File: src/design/sach_pkg.sv
/*
 * constants shared by the conversion host controller.
 * assumes a 100 MHz system clock.
 */
package sach_pkg;
    localparam int  CLK_PERIOD_NS    = 10;
    localparam int  RESULT_W         = 14;
    localparam int  PULSE_MIN_NS     = 175;
    localparam int  PULSE_NOM_NS     = 200;
    localparam int  PULSE_MAX_NS     = 225;
    localparam int  LOW_MIN_NS       = 50;
    localparam int  DATA_VALID_NS    = 35;
    localparam int  PERIOD_FULL_NS   = 2000;
    localparam int  PERIOD_CAL_NS    = 5000;
    localparam int  PULSE_CYC        = PULSE_NOM_NS / CLK_PERIOD_NS;
    localparam int  PULSE_MIN_CYC    =
        (PULSE_MIN_NS + CLK_PERIOD_NS - 1) / CLK_PERIOD_NS;
    localparam int  PULSE_MAX_CYC    = PULSE_MAX_NS / CLK_PERIOD_NS;
    localparam int  LOW_MIN_CYC      =
        (LOW_MIN_NS + CLK_PERIOD_NS - 1) / CLK_PERIOD_NS;
    localparam int  DATA_WAIT_CYC    =
        (DATA_VALID_NS + CLK_PERIOD_NS - 1) / CLK_PERIOD_NS;
    localparam int  PERIOD_FULL_CYC  = PERIOD_FULL_NS / CLK_PERIOD_NS;
    localparam int  PERIOD_CAL_CYC   = PERIOD_CAL_NS / CLK_PERIOD_NS;
    localparam logic [RESULT_W-1:0] CODE_MIDSCALE = 14'h2000;
    localparam logic [RESULT_W-1:0] CODE_FULL     = 14'h3FFF;
    localparam logic [RESULT_W-1:0] CODE_NEG_FS   = 14'h0000;
    typedef enum logic [1:0] {
        SACH_IDLE  = 2'b00,
        SACH_PULSE = 2'b01,
        SACH_BUSY  = 2'b10,
        SACH_SETTL = 2'b11
    } sach_state_e;
endpackage

File: src/design/sach_rate_div.sv
/*
 * rate divider: one-cycle tick every period_cyc clocks.
 * assumes period_cyc is held steady while enabled.
 */
`timescale 1ns/1ps
`default_nettype none
module sach_rate_div #(
    parameter int CNT_W = 16
) (
    input  wire logic             clock,
    input  wire logic             reset_n,
    input  wire logic             enable,
    input  wire logic [CNT_W-1:0] period_cyc,
    output logic                  tick
);
    logic [CNT_W-1:0] cnt_r;
    logic [CNT_W-1:0] cnt_nxt;
    logic             tick_nxt;

    always_comb begin
        cnt_nxt  = cnt_r;
        tick_nxt = 1'b0;
        if (!enable) begin
            cnt_nxt = '0;
        end else if (cnt_r >= period_cyc - 1'b1) begin
            cnt_nxt  = '0;
            tick_nxt = 1'b1;
        end else begin
            cnt_nxt = cnt_r + 1'b1;
        end
    end

    always_ff @(posedge clock) begin
        if (!reset_n) begin
            cnt_r <= '0;
            tick  <= 1'b0;
        end else begin
            cnt_r <= cnt_nxt;
            tick  <= tick_nxt;
        end
    end
endmodule
`default_nettype wire

File: src/design/sach_host.sv
/*
 * host controller driving start pulses to a pulse-triggered sampling
 * converter and capturing its offset-binary result word.
 * assumes converter outputs are synchronous to clock (100 MHz).
 */
`timescale 1ns/1ps
`default_nettype none
// What this block and its converter do
// RULE_01 - converter holds end-of-conversion high while converting
// RULE_02 - premature start spoils the aborted and the next results
// RULE_03 - start a new pulse only while end-of-conversion is low
// RULE_04 - converter acts on both start edges, so width matters
// RULE_05 - at full rate start pulse stays between 175 and 225 ns
// RULE_06 - keep start low at least 50 ns between pulses
// RULE_07 - nominal drive is 500 kHz with 200 ns wide pulses
// RULE_08 - keep converting continuously throughout warmup
// RULE_09 - result is 14-bit offset binary, midscale means zero
// RULE_10 - offset point: msb one, rest zero, lsb toggling
// RULE_11 - gain point: all ones with lsb toggling
// RULE_12 - calibration runs continuous conversions at reduced rate
// RULE_13 - capture result only after the eoc falling edge delay
module sach_host
    import sach_pkg::*;
#(
    parameter int PULSE_CYCLES = PULSE_CYC,
    parameter int FULL_PERIOD  = PERIOD_FULL_CYC,
    parameter int CAL_PERIOD   = PERIOD_CAL_CYC
) (
    input  wire logic                clock,
    input  wire logic                reset_n,
    input  wire logic                run_enable,
    input  wire logic                warmup,
    input  wire logic                cal_mode,
    input  wire logic                eoc,
    input  wire logic [RESULT_W-1:0] adc_data,
    output logic                     start_conv,
    output logic [RESULT_W-1:0]      result,
    output logic                     result_valid,
    output logic                     result_bad,
    output logic                     is_offset_pt,
    output logic                     is_gain_pt,
    output logic [RESULT_W-1:0]      result_signed
);
    if (PULSE_CYCLES < PULSE_MIN_CYC ||
        PULSE_CYCLES > PULSE_MAX_CYC) begin : g_chk_pulse
        $error("pulse width outside the allowed window");
    end
    if (FULL_PERIOD < PULSE_CYCLES + LOW_MIN_CYC + 2) begin : g_chk_full
        $error("full period too short");
    end
    if (CAL_PERIOD < FULL_PERIOD || CAL_PERIOD >= 65536) begin : g_chk_cal
        $error("calibration period out of range");
    end

    sach_state_e         state_r, state_nxt;
    logic [7:0]          wcnt_r, wcnt_nxt;
    logic                start_r, start_nxt;
    logic [RESULT_W-1:0] res_r, res_nxt;
    logic                val_r, val_nxt;
    logic                bad_r, bad_nxt;
    logic                taint_r, taint_nxt;
    logic                offp_r, offp_nxt;
    logic                gainp_r, gainp_nxt;
    logic [RESULT_W-1:0] sgn_r, sgn_nxt;
    logic                eoc_d_r;
    logic                go;
    logic                tick;
    logic [15:0]         period;
    logic [7:0]          hi_run_r, hi_run_nxt;
    logic [15:0]         idle_run_r, idle_run_nxt;

    assign go     = run_enable | warmup | cal_mode; // RULE_08 RULE_12
    assign period = cal_mode ? 16'(CAL_PERIOD) : 16'(FULL_PERIOD); // RULE_12

    sach_rate_div #(
        .CNT_W (16)
    ) u_div (
        .clock      (clock),
        .reset_n    (reset_n),
        .enable     (go),
        .period_cyc (period),
        .tick       (tick)
    );

    always_comb begin
        state_nxt = state_r;
        wcnt_nxt  = wcnt_r;
        start_nxt = start_r;
        res_nxt   = res_r;
        val_nxt   = 1'b0;
        bad_nxt   = bad_r;
        taint_nxt = taint_r;
        offp_nxt  = offp_r;
        gainp_nxt = gainp_r;
        sgn_nxt   = sgn_r;
        // checker helpers: start high run and idle wait during warmup
        hi_run_nxt   = start_r ? hi_run_r + 8'h01 : 8'h00;
        idle_run_nxt = 16'h0000;
        if (warmup && state_r == SACH_IDLE && !eoc) begin
            idle_run_nxt = idle_run_r + 16'h0001;
        end
        case (state_r)
            SACH_IDLE: begin
                // only issue a start while conversion is not in progress
                if (tick && !eoc) begin // RULE_03
                    start_nxt = 1'b1;
                    wcnt_nxt  = 8'(PULSE_CYCLES - 1);
                    state_nxt = SACH_PULSE;
                end else if (tick && eoc) begin
                    taint_nxt = 1'b1; // RULE_02
                end
            end
            SACH_PULSE: begin
                // both edges matter, width held exact
                if (wcnt_r == 8'h00) begin // RULE_04 RULE_05 RULE_07
                    start_nxt = 1'b0;
                    state_nxt = SACH_BUSY;
                end else begin
                    wcnt_nxt = wcnt_r - 8'h01;
                end
            end
            SACH_BUSY: begin
                if (eoc_d_r && !eoc) begin // RULE_13
                    wcnt_nxt  = 8'(DATA_WAIT_CYC);
                    state_nxt = SACH_SETTL;
                end
            end
            SACH_SETTL: begin
                if (wcnt_r == 8'h00) begin // RULE_13
                    res_nxt   = adc_data; // RULE_09
                    val_nxt   = 1'b1;
                    bad_nxt   = taint_r; // RULE_01 RULE_02
                    taint_nxt = 1'b0;
                    offp_nxt  = adc_data == CODE_MIDSCALE ||
                                adc_data == (CODE_MIDSCALE | 14'h0001); // RULE_10
                    gainp_nxt = adc_data == CODE_FULL ||
                                adc_data == (CODE_FULL & 14'h3FFE); // RULE_11
                    sgn_nxt   = adc_data ^ CODE_MIDSCALE; // RULE_09
                    state_nxt = SACH_IDLE;
                end else begin
                    wcnt_nxt = wcnt_r - 8'h01;
                end
            end
            default: state_nxt = SACH_IDLE;
        endcase
    end

    always_ff @(posedge clock) begin
        if (!reset_n) begin
            state_r <= SACH_IDLE;
            wcnt_r  <= 8'h00;
            start_r <= 1'b0;
            res_r   <= CODE_NEG_FS;
            val_r   <= 1'b0;
            bad_r   <= 1'b0;
            taint_r <= 1'b0;
            offp_r  <= 1'b0;
            gainp_r <= 1'b0;
            sgn_r   <= CODE_NEG_FS;
            eoc_d_r <= 1'b0;
            hi_run_r   <= 8'h00;
            idle_run_r <= 16'h0000;
        end else begin
            state_r <= state_nxt;
            wcnt_r  <= wcnt_nxt;
            start_r <= start_nxt;
            res_r   <= res_nxt;
            val_r   <= val_nxt;
            bad_r   <= bad_nxt;
            taint_r <= taint_nxt;
            offp_r  <= offp_nxt;
            gainp_r <= gainp_nxt;
            sgn_r   <= sgn_nxt;
            eoc_d_r <= eoc;
            hi_run_r   <= hi_run_nxt;
            idle_run_r <= idle_run_nxt;
        end
    end

    assign start_conv    = start_r;
    assign result        = res_r;
    assign result_valid  = val_r;
    assign result_bad    = bad_r;
    assign is_offset_pt  = offp_r;
    assign is_gain_pt    = gainp_r;
    assign result_signed = sgn_r;

    a_pulse_width: assert property ( // RULE_05
        @(posedge clock) disable iff (!reset_n)
        $fell(start_r) |-> hi_run_r == 8'(PULSE_CYCLES))
        else $error("start pulse width wrong");
    a_low_gap: assert property ( // RULE_06
        @(posedge clock) disable iff (!reset_n)
        $fell(start_r) |-> !start_r [*5])
        else $error("start low time too short");
    a_no_retrig: assert property ( // RULE_03
        @(posedge clock) disable iff (!reset_n)
        $rose(start_r) |-> $past(!eoc))
        else $error("start issued during conversion");
    a_capture_wait: assert property ( // RULE_13
        @(posedge clock) disable iff (!reset_n)
        (eoc_d_r && !eoc && state_r == SACH_BUSY) |-> !val_r [*6] ##1 val_r)
        else $error("result captured at wrong time");
    a_sign_map: assert property ( // RULE_09
        @(posedge clock) disable iff (!reset_n)
        val_r |-> (sgn_r == (res_r ^ 14'h2000)))
        else $error("signed result mismatch");
    a_offset_pt: assert property ( // RULE_10
        @(posedge clock) disable iff (!reset_n)
        val_r |-> (offp_r == (res_r[13:1] == 13'h1000)))
        else $error("offset point flag wrong");
    a_gain_pt: assert property ( // RULE_11
        @(posedge clock) disable iff (!reset_n)
        val_r |-> (gainp_r == (res_r[13:1] == 13'h1FFF)))
        else $error("gain point flag wrong");
    a_bad_taint: assert property ( // RULE_02
        @(posedge clock) disable iff (!reset_n)
        (state_r == SACH_SETTL && wcnt_r == 8'h00 && taint_r)
        |=> (val_r && bad_r))
        else $error("tainted result not flagged");
    // idle wait under warmup never outlasts the slowest tick period
    a_keep_running: assert property ( // RULE_08
        @(posedge clock) disable iff (!reset_n)
        idle_run_r <= 16'(CAL_PERIOD))
        else $error("conversions paused during warmup");
endmodule
`default_nettype wire

File: config.mk
export PLATFORM = sky130hd
export DESIGN_NAME = sach_host
export DESIGN_NICKNAME = d
export VERILOG_FILES = /design/src/design/sach_pkg.sv /design/src/design/sach_rate_div.sv /design/src/design/sach_host.sv
export SDC_FILE = /design/constraint.sdc
export NUM_CORES = 1
export LEC_CHECK = 0
export BUFFER_PORTS_ARGS = -buffer_cell sky130_fd_sc_hd__buf_2
export CORE_ASPECT_RATIO = 1.75
export CORE_MARGIN = 3
export CORE_UTILIZATION = 35
export DETAILED_ROUTE_END_ITERATION = 7
export PLACE_DENSITY = 0.58
export REMOVE_ABC_BUFFERS = 1
export SLEW_MARGIN = 20
export SYNTH_ARGS = -nofsm -noshare
export SYNTH_HDL_FRONTEND = slang
export SYNTH_SLANG_ARGS = --single-unit
File: constraint.sdc
create_clock -name clock -period 3.9 [get_ports clock]
set_input_delay 0 -clock clock [delete_from_list [all_inputs] [get_ports clock]]
set_output_delay 0 -clock clock [all_outputs]
set_load 0.03 [all_outputs]
==> results of run 1 <==
==> worst min path at each step <==
stage | to | from | cells after the start
2_1_floorplan | eoc_d_r | eoc | 1
6_report | u_div.tick | run_enable | 3
4_1_cts | u_div.tick | run_enable | 3
3_5_place_dp | result[0] | adc_data[0] | 3
3_3_place_gp | result[0] | adc_data[0] | 3
5_1_grt | u_div.tick | warmup | 3
==> kinds of logic after synthesis <==
family                   share of synthesized area
other                                      0.00161
XOR/XNOR                                    0.0300
flip-flops                                   0.420
AND/OR/NAND/NOR                              0.212
AO/OA/AOI/OAI                                0.120
multiplexers                                0.0729
buffers and inverters                       0.0788
adder cells (fa/ha/maj)                     0.0643
==> cells in the final DEF (no fill, tap or decap), types with 4 or more instances in the layout <==
master and instances:
inv_1 9, nand2_1 10, nor2_1 34, dfxtp_1 49, nor4_1 6, nand4_1 6
nand3_1 12, o21ai_0 5, dlygate4sd3_1 16, nor3_1 4, buf_2 52, conb_1 6
mux2i_1 17, xor2_1 5, a21oi_1 16, clkbuf_8 5, ha_1 12
==> through the flow <==
step	total power, mW	hold slack [ns]	cells	util	instance area (um^2)
2_1_floorplan	0.977	0.122	237	-	2200
6_report	1.41	0.0539	394	0.445	2820
5_1_grt	1.51	0.0667	394	0.445	2820
4_1_cts	1.43	0.0432	394	0.445	2820
3_3_place_gp	1.11	0.239	370	0.406	2570
3_5_place_dp	1.11	0.251	370	0.406	2570
==> sequential cells by signal, summed over array words and instances, names as in the netlist, 2 cells and up <==
| register | count |
|---|---|
| state_r | 2 |
| u_div.cnt_r | 16 |
| wcnt_r | 8 |
| result | 14 |
==> cell type report <==
| type | instances | area (um^2) |
|---|---|---|
| clock buffers | 6 | 72.6 |
| clock inverters | 2 | 13.8 |
| fillers | 654 | 3510 |
| inverters | 9 | 33.8 |
| multi-input cells | 179 | 1190 |
| flip-flops and latches | 49 | 981 |
| well taps | 80 | 100 |
| repair buffers | 69 | 428 |
==> repair_timing <==
action	CTS	global route
hold endpoints to repair	17	0
hold buffers	16	0
resized for setup	0	0
==> worst max-delay path: stages, from the launching register on <==
cell and delay (ns):
dfxtp_1 0.52, inv_1 0.17, ha_1 0.29, a22o_1 0.33, or4_1 0.52, a31oi_1 0.16
==> routing by layer <==
| metal | share of wire | vias up | wire (um) | track usage |
|---|---|---|---|---|
| met4 | 0.022 | 0 | 112 | 0.0569 |
| met2 | 0.56 | 31 | 2910 | 0.250 |
| met5 | 0 | - | 0 | 0 |
| met1 | 0.38 | 908 | 2000 | 0.154 |
| li1 | - | 996 | - | - |
| met3 | 0.034 | 7 | 175 | 0.0335 |
==> power by group through the flow <==
stage / Combinational (mW) / Sequential, mW / Clock, mW
after floorplan: 0.345 / 0.631 / 0
after global placement: 0.491 / 0.616 / 0
after global routing: 0.566 / 0.613 / 0.331
after CTS: 0.512 / 0.605 / 0.314
after detailed placement: 0.496 / 0.616 / 0
final: 0.510 / 0.605 / 0.298
==> impl_metrics.json, run 1 <==
{
  "r2r_setup_slack_ns": 1.83,
  "fin_ws_ns": 1.83,
  "cp-startpoint": "state_r[0]",
  "clkPwrFrac": 0.211,
  "die_w_um": 67.7,
  "area_growth_pct": 20.7,
  "endpoint": "wcnt_r[2]",
  "netlist_instances": 254,
  "die_y_um": 114,
  "hp-class": "in -> reg",
  "finalHoldViolCount": 0,
  "p_per_area_nw_per_um2": 502,
  "totalWireLength_um": 5200,
  "crit_path_end_kind": "flop",
  "fin_crit_sh": 0.531,
  "power_switching_share": 0.385,
  "post-dp-hpwl_um": 3860,
  "crit_type": "reg -> reg",
  "drive_gt1_frac": 0.204,
  "synth.cell_area_um2": 2330,
  "numPortBuffers": 52,
  "core_um2": 6320,
  "status": "finished clean",
  "tightest_slew_ns": 0.961,
  "drc": 0,
  "finalCriticalPeriod_ns": 2.07,
  "yosysTopAreaCellShare": 0.420,
  "ys_ff_latch": 49,
  "drtIter0Drc": 125,
  "reg2regPathDepth": 5,
  "initial_core_util": 0.369,
  "synth.most_common_cell": "dfxtp_1",
  "finClkSkew_ns": 0.00676,
  "ys.flop_type": "dfxtp_1",
  "vias_per_cell": 4.93,
  "synthTopCellsByArea": "dfxtp_1 42%, mux2i_1 7.3%, ha_1 6.4%",
  "place.gp.congestion": 0.845,
  "leakage_nw": 1.34,
  "slew_headroom": 0.359,
  "num_vias": 1942,
  "cp-start-kind": "flop",
  "clk_path_buf_depth": 2,
  "r2r-end": "wcnt_r[2]",
  "crit_required_ns": 4.12,
  "ant_nets": 0,
  "overflow": 0,
  "p_int_uw": 869,
  "cts_setup_buffers": 0,
  "critPathMaxFanout": 10,
  "synth_area_leader_cell": "dfxtp_1",
  "yosys_warnings": 0,
  "async_flop_share": 0,
  "cts-root-buf": "clkbuf_8",
  "cts_tree": "done",
  "ys_types": 48,
  "power_frac_seq": 0.428,
  "ios": 53,
  "comb_power_share": 0.361,
  "cap_violations": 0,
  "reg2reg_from": "state_r[0]",
  "p_switching_uw": 544,
  "num_rows": 38,
  "numCtsBuffers": 5,
  "synth_common_cells": "49 x dfxtp_1, 34 x nor2_1, 17 x mux2i_1",
  "grt.total_usage": 0.141,
  "rsz0062_at_grt": "no",
  "dieArea_um2": 7720,
  "synth-edff-count": 0,
  "grt_max_degree": 31,
  "fin_setup_tns_ns": 0,
  "slew_viol_final": 0,
  "grt_pass1_vias": 1756,
  "path_clk_slew_ns": 0.09,
  "clkLatencyLatePin_ns": 0.30,
  "ir_worst_vdd_v": 0.000267,
  "antenna_found_initial": 0,
  "dp_slack_ns": 1.86,
  "cts_sinks": 49,
  "cts_max_level": 2,
  "yosysSeqAreaShare": 0.420,
  "fmaxAchievable_mhz": 483,
  "dr.pass1.iters": 4,
  "grt_pass1_wl_um": 8290,
  "setup_viol": 0,
  "syn_area_per_cell_um2": 9.19,
  "nNetsFinal": 345,
  "insertedDiodeCount": 0,
  "wl_per_cell_um": 13.2,
  "arrival_ns": 2.29
}
No activity file was read; power rests on OpenSTA's default activity.
==> inputs of run 2 (changes only) <==
- clock period: 3.9 -> 2 ns (I/O delays scaled with it)
==> run 2 against run 1 <==
Die area unchanged. Via count up 1.6%. Clock skew up 0.0060 ns. Register-to-register slack worse by 1.7 ns. Fmax up 13%. Sequential power up 93%. Count of clock-buffer cells in the layout unchanged. Routed wire length up 3.1%. Sequential cell count unchanged. Core utilization up 2.0 points. First-iteration DRC count down 6.4%. Critical path depth up 1. Largest cell class unchanged. Largest power group is now combinational logic.
==> impl_metrics.json, run 2 (synthesis gave the netlist of run 1 again) <==
{
  "status": "finished clean",
  "grt_pass1_vias": 2045,
  "numCtsBuffers": 5,
  "hp-class": "in -> reg",
  "num_vias": 1974,
  "drc": 0,
  "cp-start-kind": "flop",
  "wl_per_cell_um": 13.1,
  "slowest_stage": "or4_1",
  "die_y_um": 114,
  "insertedDiodeCount": 0,
  "grt_max_degree": 31,
  "cts_sinks": 49,
  "crit_path_end_kind": "flop",
  "drive_gt1_frac": 0.244,
  "leakage_nw": 1.41,
  "path_clk_slew_ns": 0.10,
  "path_cells": "inv_1 -> ha_1 -> or2_0 -> and3_1 -> or4_1 -> a31oi_1",
  "final_common_cell": "buf_2",
  "clkLatencyLatePin_ns": 0.30,
  "critPathMaxFanout": 5,
  "crit_required_ns": 2.24,
  "p_per_area_nw_per_um2": 1010,
  "final_cell_mix": "52 x buf_2, 48 x dfxtp_1, 34 x nor2_1",
  "drtIter0Drc": 117,
  "fin_setup_tns_ns": 0,
  "cts_max_level": 2,
  "ant_nets": 0,
  "antenna_found_initial": 0,
  "overflow": 0,
  "rsz0062_at_grt": "no",
  "clk_path_buf_depth": 2,
  "numPortBuffers": 52,
  "nNetsFinal": 359,
  "place.gp.congestion": 0.809,
  "vias_per_cell": 4.84,
  "die_w_um": 67.7,
  "fin_crit_sh": 0.915,
  "dieArea_um2": 7720,
  "largest_reg_flops": 16,
  "dr.pass1.iters": 4,
  "cts_tree": "done",
  "initial_core_util": 0.369,
  "finalHoldViolCount": 0,
  "setup_viol": 0,
  "grt.total_usage": 0.154,
  "core_um2": 6320,
  "holdWs_ns": 0.0537,
  "ir_worst_vdd_v": 0.000435,
  "crit_path_max_incr_delay_ns": 0.46,
  "cts_setup_buffers": 0,
  "finalPower_mw": 2.97,
  "fin_ws_ns": 0.170,
  "totalWireLength_um": 5360,
  "post-dp-hpwl_um": 3960,
  "ios": 53,
  "arrival_ns": 2.07,
  "fmaxAchievable_mhz": 546,
  "dp_slack_ns": 0.0953,
  "grt_pass1_wl_um": 9280,
  "finalCriticalPeriod_ns": 1.83,
  "largest_register": "u_div.cnt_r",
  "crit_type": "reg -> reg",
  "cts-root-buf": "clkbuf_8",
  "cap_violations": 0,
  "slew_viol_final": 0,
  "finClkSkew_ns": 0.0128,
  "num_rows": 38,
  "area_growth_pct": 26.0
}
run 2: path summary, 6_finish.rpt:
path                                   start            to  slack, ns  depth (start not counted)
worst min-delay path              run_enable    u_div.tick       0.05                          3
worst min register to register  is_offset_pt  is_offset_pt       0.46                          2
worst max register to register    state_r[1]     wcnt_r[2]       0.17                          6
worst max-delay path              state_r[1]     wcnt_r[2]       0.17                          6
run 2: per-layer routing:
layer,up-vias,part of all wire,GRT usage
li1,1025,-,-
met1,905,0.38,0.165
met5,-,0,0
met3,12,0.030,0.0305
met4,0,0.020,0.0610
met2,32,0.57,0.282
run 2: area by class of cell:
cell class              count  area, um^2
well taps                  80         100
repair buffers             83         546
clock buffers               6        72.6
clock inverters             2        15.0
multi-input cells         179        1190
inverters                   9        33.8
fillers                   609        3380
flip-flops and latches     49         982
run 2: repair_timing:
action / in CTS / in global routing
endpoints found under the setup margin: 0 / 3
gates resized for setup: 0 / 2
endpoints found under the hold margin: 17 / 0
hold buffers: 16 / 0
run 2: power by group:
group | internal (mW) | leakage, nW | switching, mW
clock | 0.247 | 0.0374 | 0.333
combinational | 0.555 | 0.973 | 0.664
sequential | 1.07 | 0.399 | 0.0993
run 2: through the flow:
| step | instance area, um^2 | utilization | std cells |
|---|---|---|---|
| after floorplan | 2200 | - | 237 |
| after detailed placement | 2690 | 0.425 | 384 |
| final | 2940 | 0.465 | 408 |
| after CTS | 2940 | 0.464 | 408 |
| after global placement | 2690 | 0.425 | 384 |
| after global routing | 2940 | 0.465 | 408 |
run 2: critical path: cells and delay by family (launching register included):
kind,cells,cell delay [ns]
adder cells (fa/ha/maj),1,0.20
buffers and inverters,1,0.11
flip-flops,1,0.40
AO/OA/AOI/OAI,1,0.16
AND/OR/NAND/NOR,3,0.91
==> inputs of run 3 (changes only) <==
- BUFFER_PORTS_ARGS: -buffer_cell sky130_fd_sc_hd__buf_2 -> default
- DONT_BUFFER_PORTS: default -> 1
- PLACE_DENSITY: 0.58 -> 0.51
==> run 3 against run 2 <==
Combinational power hardly changed. Count of clock-buffer cells in the layout up 1. Critical path depth down 1. Sequential cell count unchanged. Worst setup slack got worse by 0.026 ns. Largest power group is now registers. Critical path type unchanged. Cell area shrank 5.1%. Hold slack lost 0.051 ns.
==> impl_metrics.json, run 3 (synthesis gave the netlist of run 1 again) <==
{
  "grt_pass1_vias": 1948,
  "n_fill_cell": 625,
  "totalWireLength_um": 5570,
  "slew_viol_final": 0,
  "finalHoldViolCount": 0,
  "fin_ws_ns": 0.144,
  "rsz0062_at_grt": "no",
  "p_per_area_nw_per_um2": 1060,
  "cts-root-buf": "clkbuf_8",
  "largest_register": "u_div.cnt_r",
  "nNetsFinal": 321,
  "status": "finished clean",
  "cts_tree": "done",
  "holdWs_ns": 0.00244,
  "dp_slack_ns": 0.0896,
  "slowest_stage": "a311o_1",
  "hp-class": "in -> reg",
  "antenna_found_initial": 0,
  "cap_violations": 0,
  "core_um2": 6320,
  "die_y_um": 114,
  "clk_path_buf_depth": 2,
  "cp-start-kind": "flop",
  "crit_path_max_incr_delay_ns": 0.46,
  "post-dp-hpwl_um": 3990,
  "cts_setup_buffers": 0,
  "insertedDiodeCount": 0,
  "drtIter0Drc": 122,
  "cts_max_level": 2,
  "fmaxAchievable_mhz": 539,
  "leakage_nw": 1.23,
  "grt.total_usage": 0.159,
  "num_rows": 38,
  "arrival_ns": 2.10,
  "final_cell_mix": "48 x dfxtp_1, 34 x nor2_1, 26 x buf_4",
  "numPortBuffers": 0,
  "cpMostUsedCell": "a211o_1",
  "overflow": 0,
  "grt_pass1_wl_um": 9370,
  "final_common_cell": "dfxtp_1",
  "dieArea_um2": 7720,
  "vias_per_cell": 5.12,
  "crit_path_end_kind": "flop",
  "numCtsBuffers": 5,
  "path_cells": "ha_1 -> a211o_1 -> a211o_1 -> a311o_1 -> nor2_1",
  "area_growth_pct": 19.5,
  "drc": 0,
  "grt_max_degree": 31,
  "largest_reg_flops": 16,
  "place.gp.congestion": 0.752,
  "critPathMaxFanout": 10,
  "initial_core_util": 0.369,
  "ant_nets": 0,
  "die_w_um": 67.7,
  "crit_type": "reg -> reg",
  "drive_gt1_frac": 0.131,
  "fin_crit_sh": 0.928,
  "dr.pass1.iters": 4,
  "ios": 53,
  "wl_per_cell_um": 15.1,
  "cts_sinks": 49,
  "finalCriticalPeriod_ns": 1.86,
  "num_vias": 1896,
  "setup_viol": 0,
  "finClkSkew_ns": 0.00725,
  "crit_required_ns": 2.24,
  "path_clk_slew_ns": 0.09,
  "ir_worst_vdd_v": 0.000536,
  "clkLatencyLatePin_ns": 0.30
}
[run 3: cell types whose count changed in the layout (fill, tap and decap cells not counted), sizes merged]
cell / before / now
buf: 67 / 27
clkinvlp: 2 / 1
dlygate4sd3: 16 / 18
clkbuf: 6 / 7
[run 3: final timing paths]
path	startpoint	to	slack [ns]	cells after the start
min reg2reg	u_div.cnt_r[0]	u_div.cnt_r[0]	0.47	1
min	adc_data[6]	is_gain_pt	0.002	4
max reg2reg	u_div.cnt_r[2]	u_div.cnt_r[2]	0.14	5
max	u_div.cnt_r[2]	u_div.cnt_r[2]	0.14	5
[run 3: routing by layer]
| metal | global-route usage | routed length (um) |
|---|---|---|
| met1 | 0.179 | 2180 |
| met2 | 0.269 | 3040 |
| met3 | 0.0394 | 220 |
| met4 | 0.0799 | 137 |
| met5 | 0 | 0 |
[run 3: repair_timing]
action / CTS / global route
endpoints found under the setup margin: 0 / 5
hold endpoints to repair: 22 / 0
resized for setup: 0 / 2
hold buffers: 18 / 0
[run 3: report_power, final]
part	switching (mW)	internal, mW
clock network	0.338	0.249
registers	0.121	1.07
logic	0.668	0.522
total	1.13	1.84
[run 3: worst max-delay path: cells and delay by family, from the launching register on]
family | cells | cell delay (ns)
fa+ha+maj | 1 | 0.26
flops | 1 | 0.32
simple gates | 1 | 0.14
compound gates | 3 | 1.07
[run 3: metrics by stage]
step / util / power (mW) / instance area [um^2] / setup TNS [ns] / std cells
floorplan: - / 1.90 / 2200 / -0.901 / 237
global placement: 0.398 / 2.33 / 2520 / 0 / 344
detailed placement: 0.398 / 2.33 / 2520 / 0 / 344
CTS: 0.440 / 2.96 / 2780 / 0 / 370
global route: 0.441 / 3.15 / 2790 / 0 / 370
finish: 0.441 / 2.96 / 2790 / 0 / 370
[run 3: area by class of cell]
cell class | instances | area, um^2 | area share
multi-input cells | 179 | 1190 | 0.428
flip-flops and latches | 49 | 982 | 0.352
repair buffers | 45 | 395 | 0.142
well taps | 80 | 100 | 0.0359
clock buffers | 7 | 76.3 | 0.0274
inverters | 9 | 33.8 | 0.0121
clock inverters | 1 | 7.51 | 0.00269
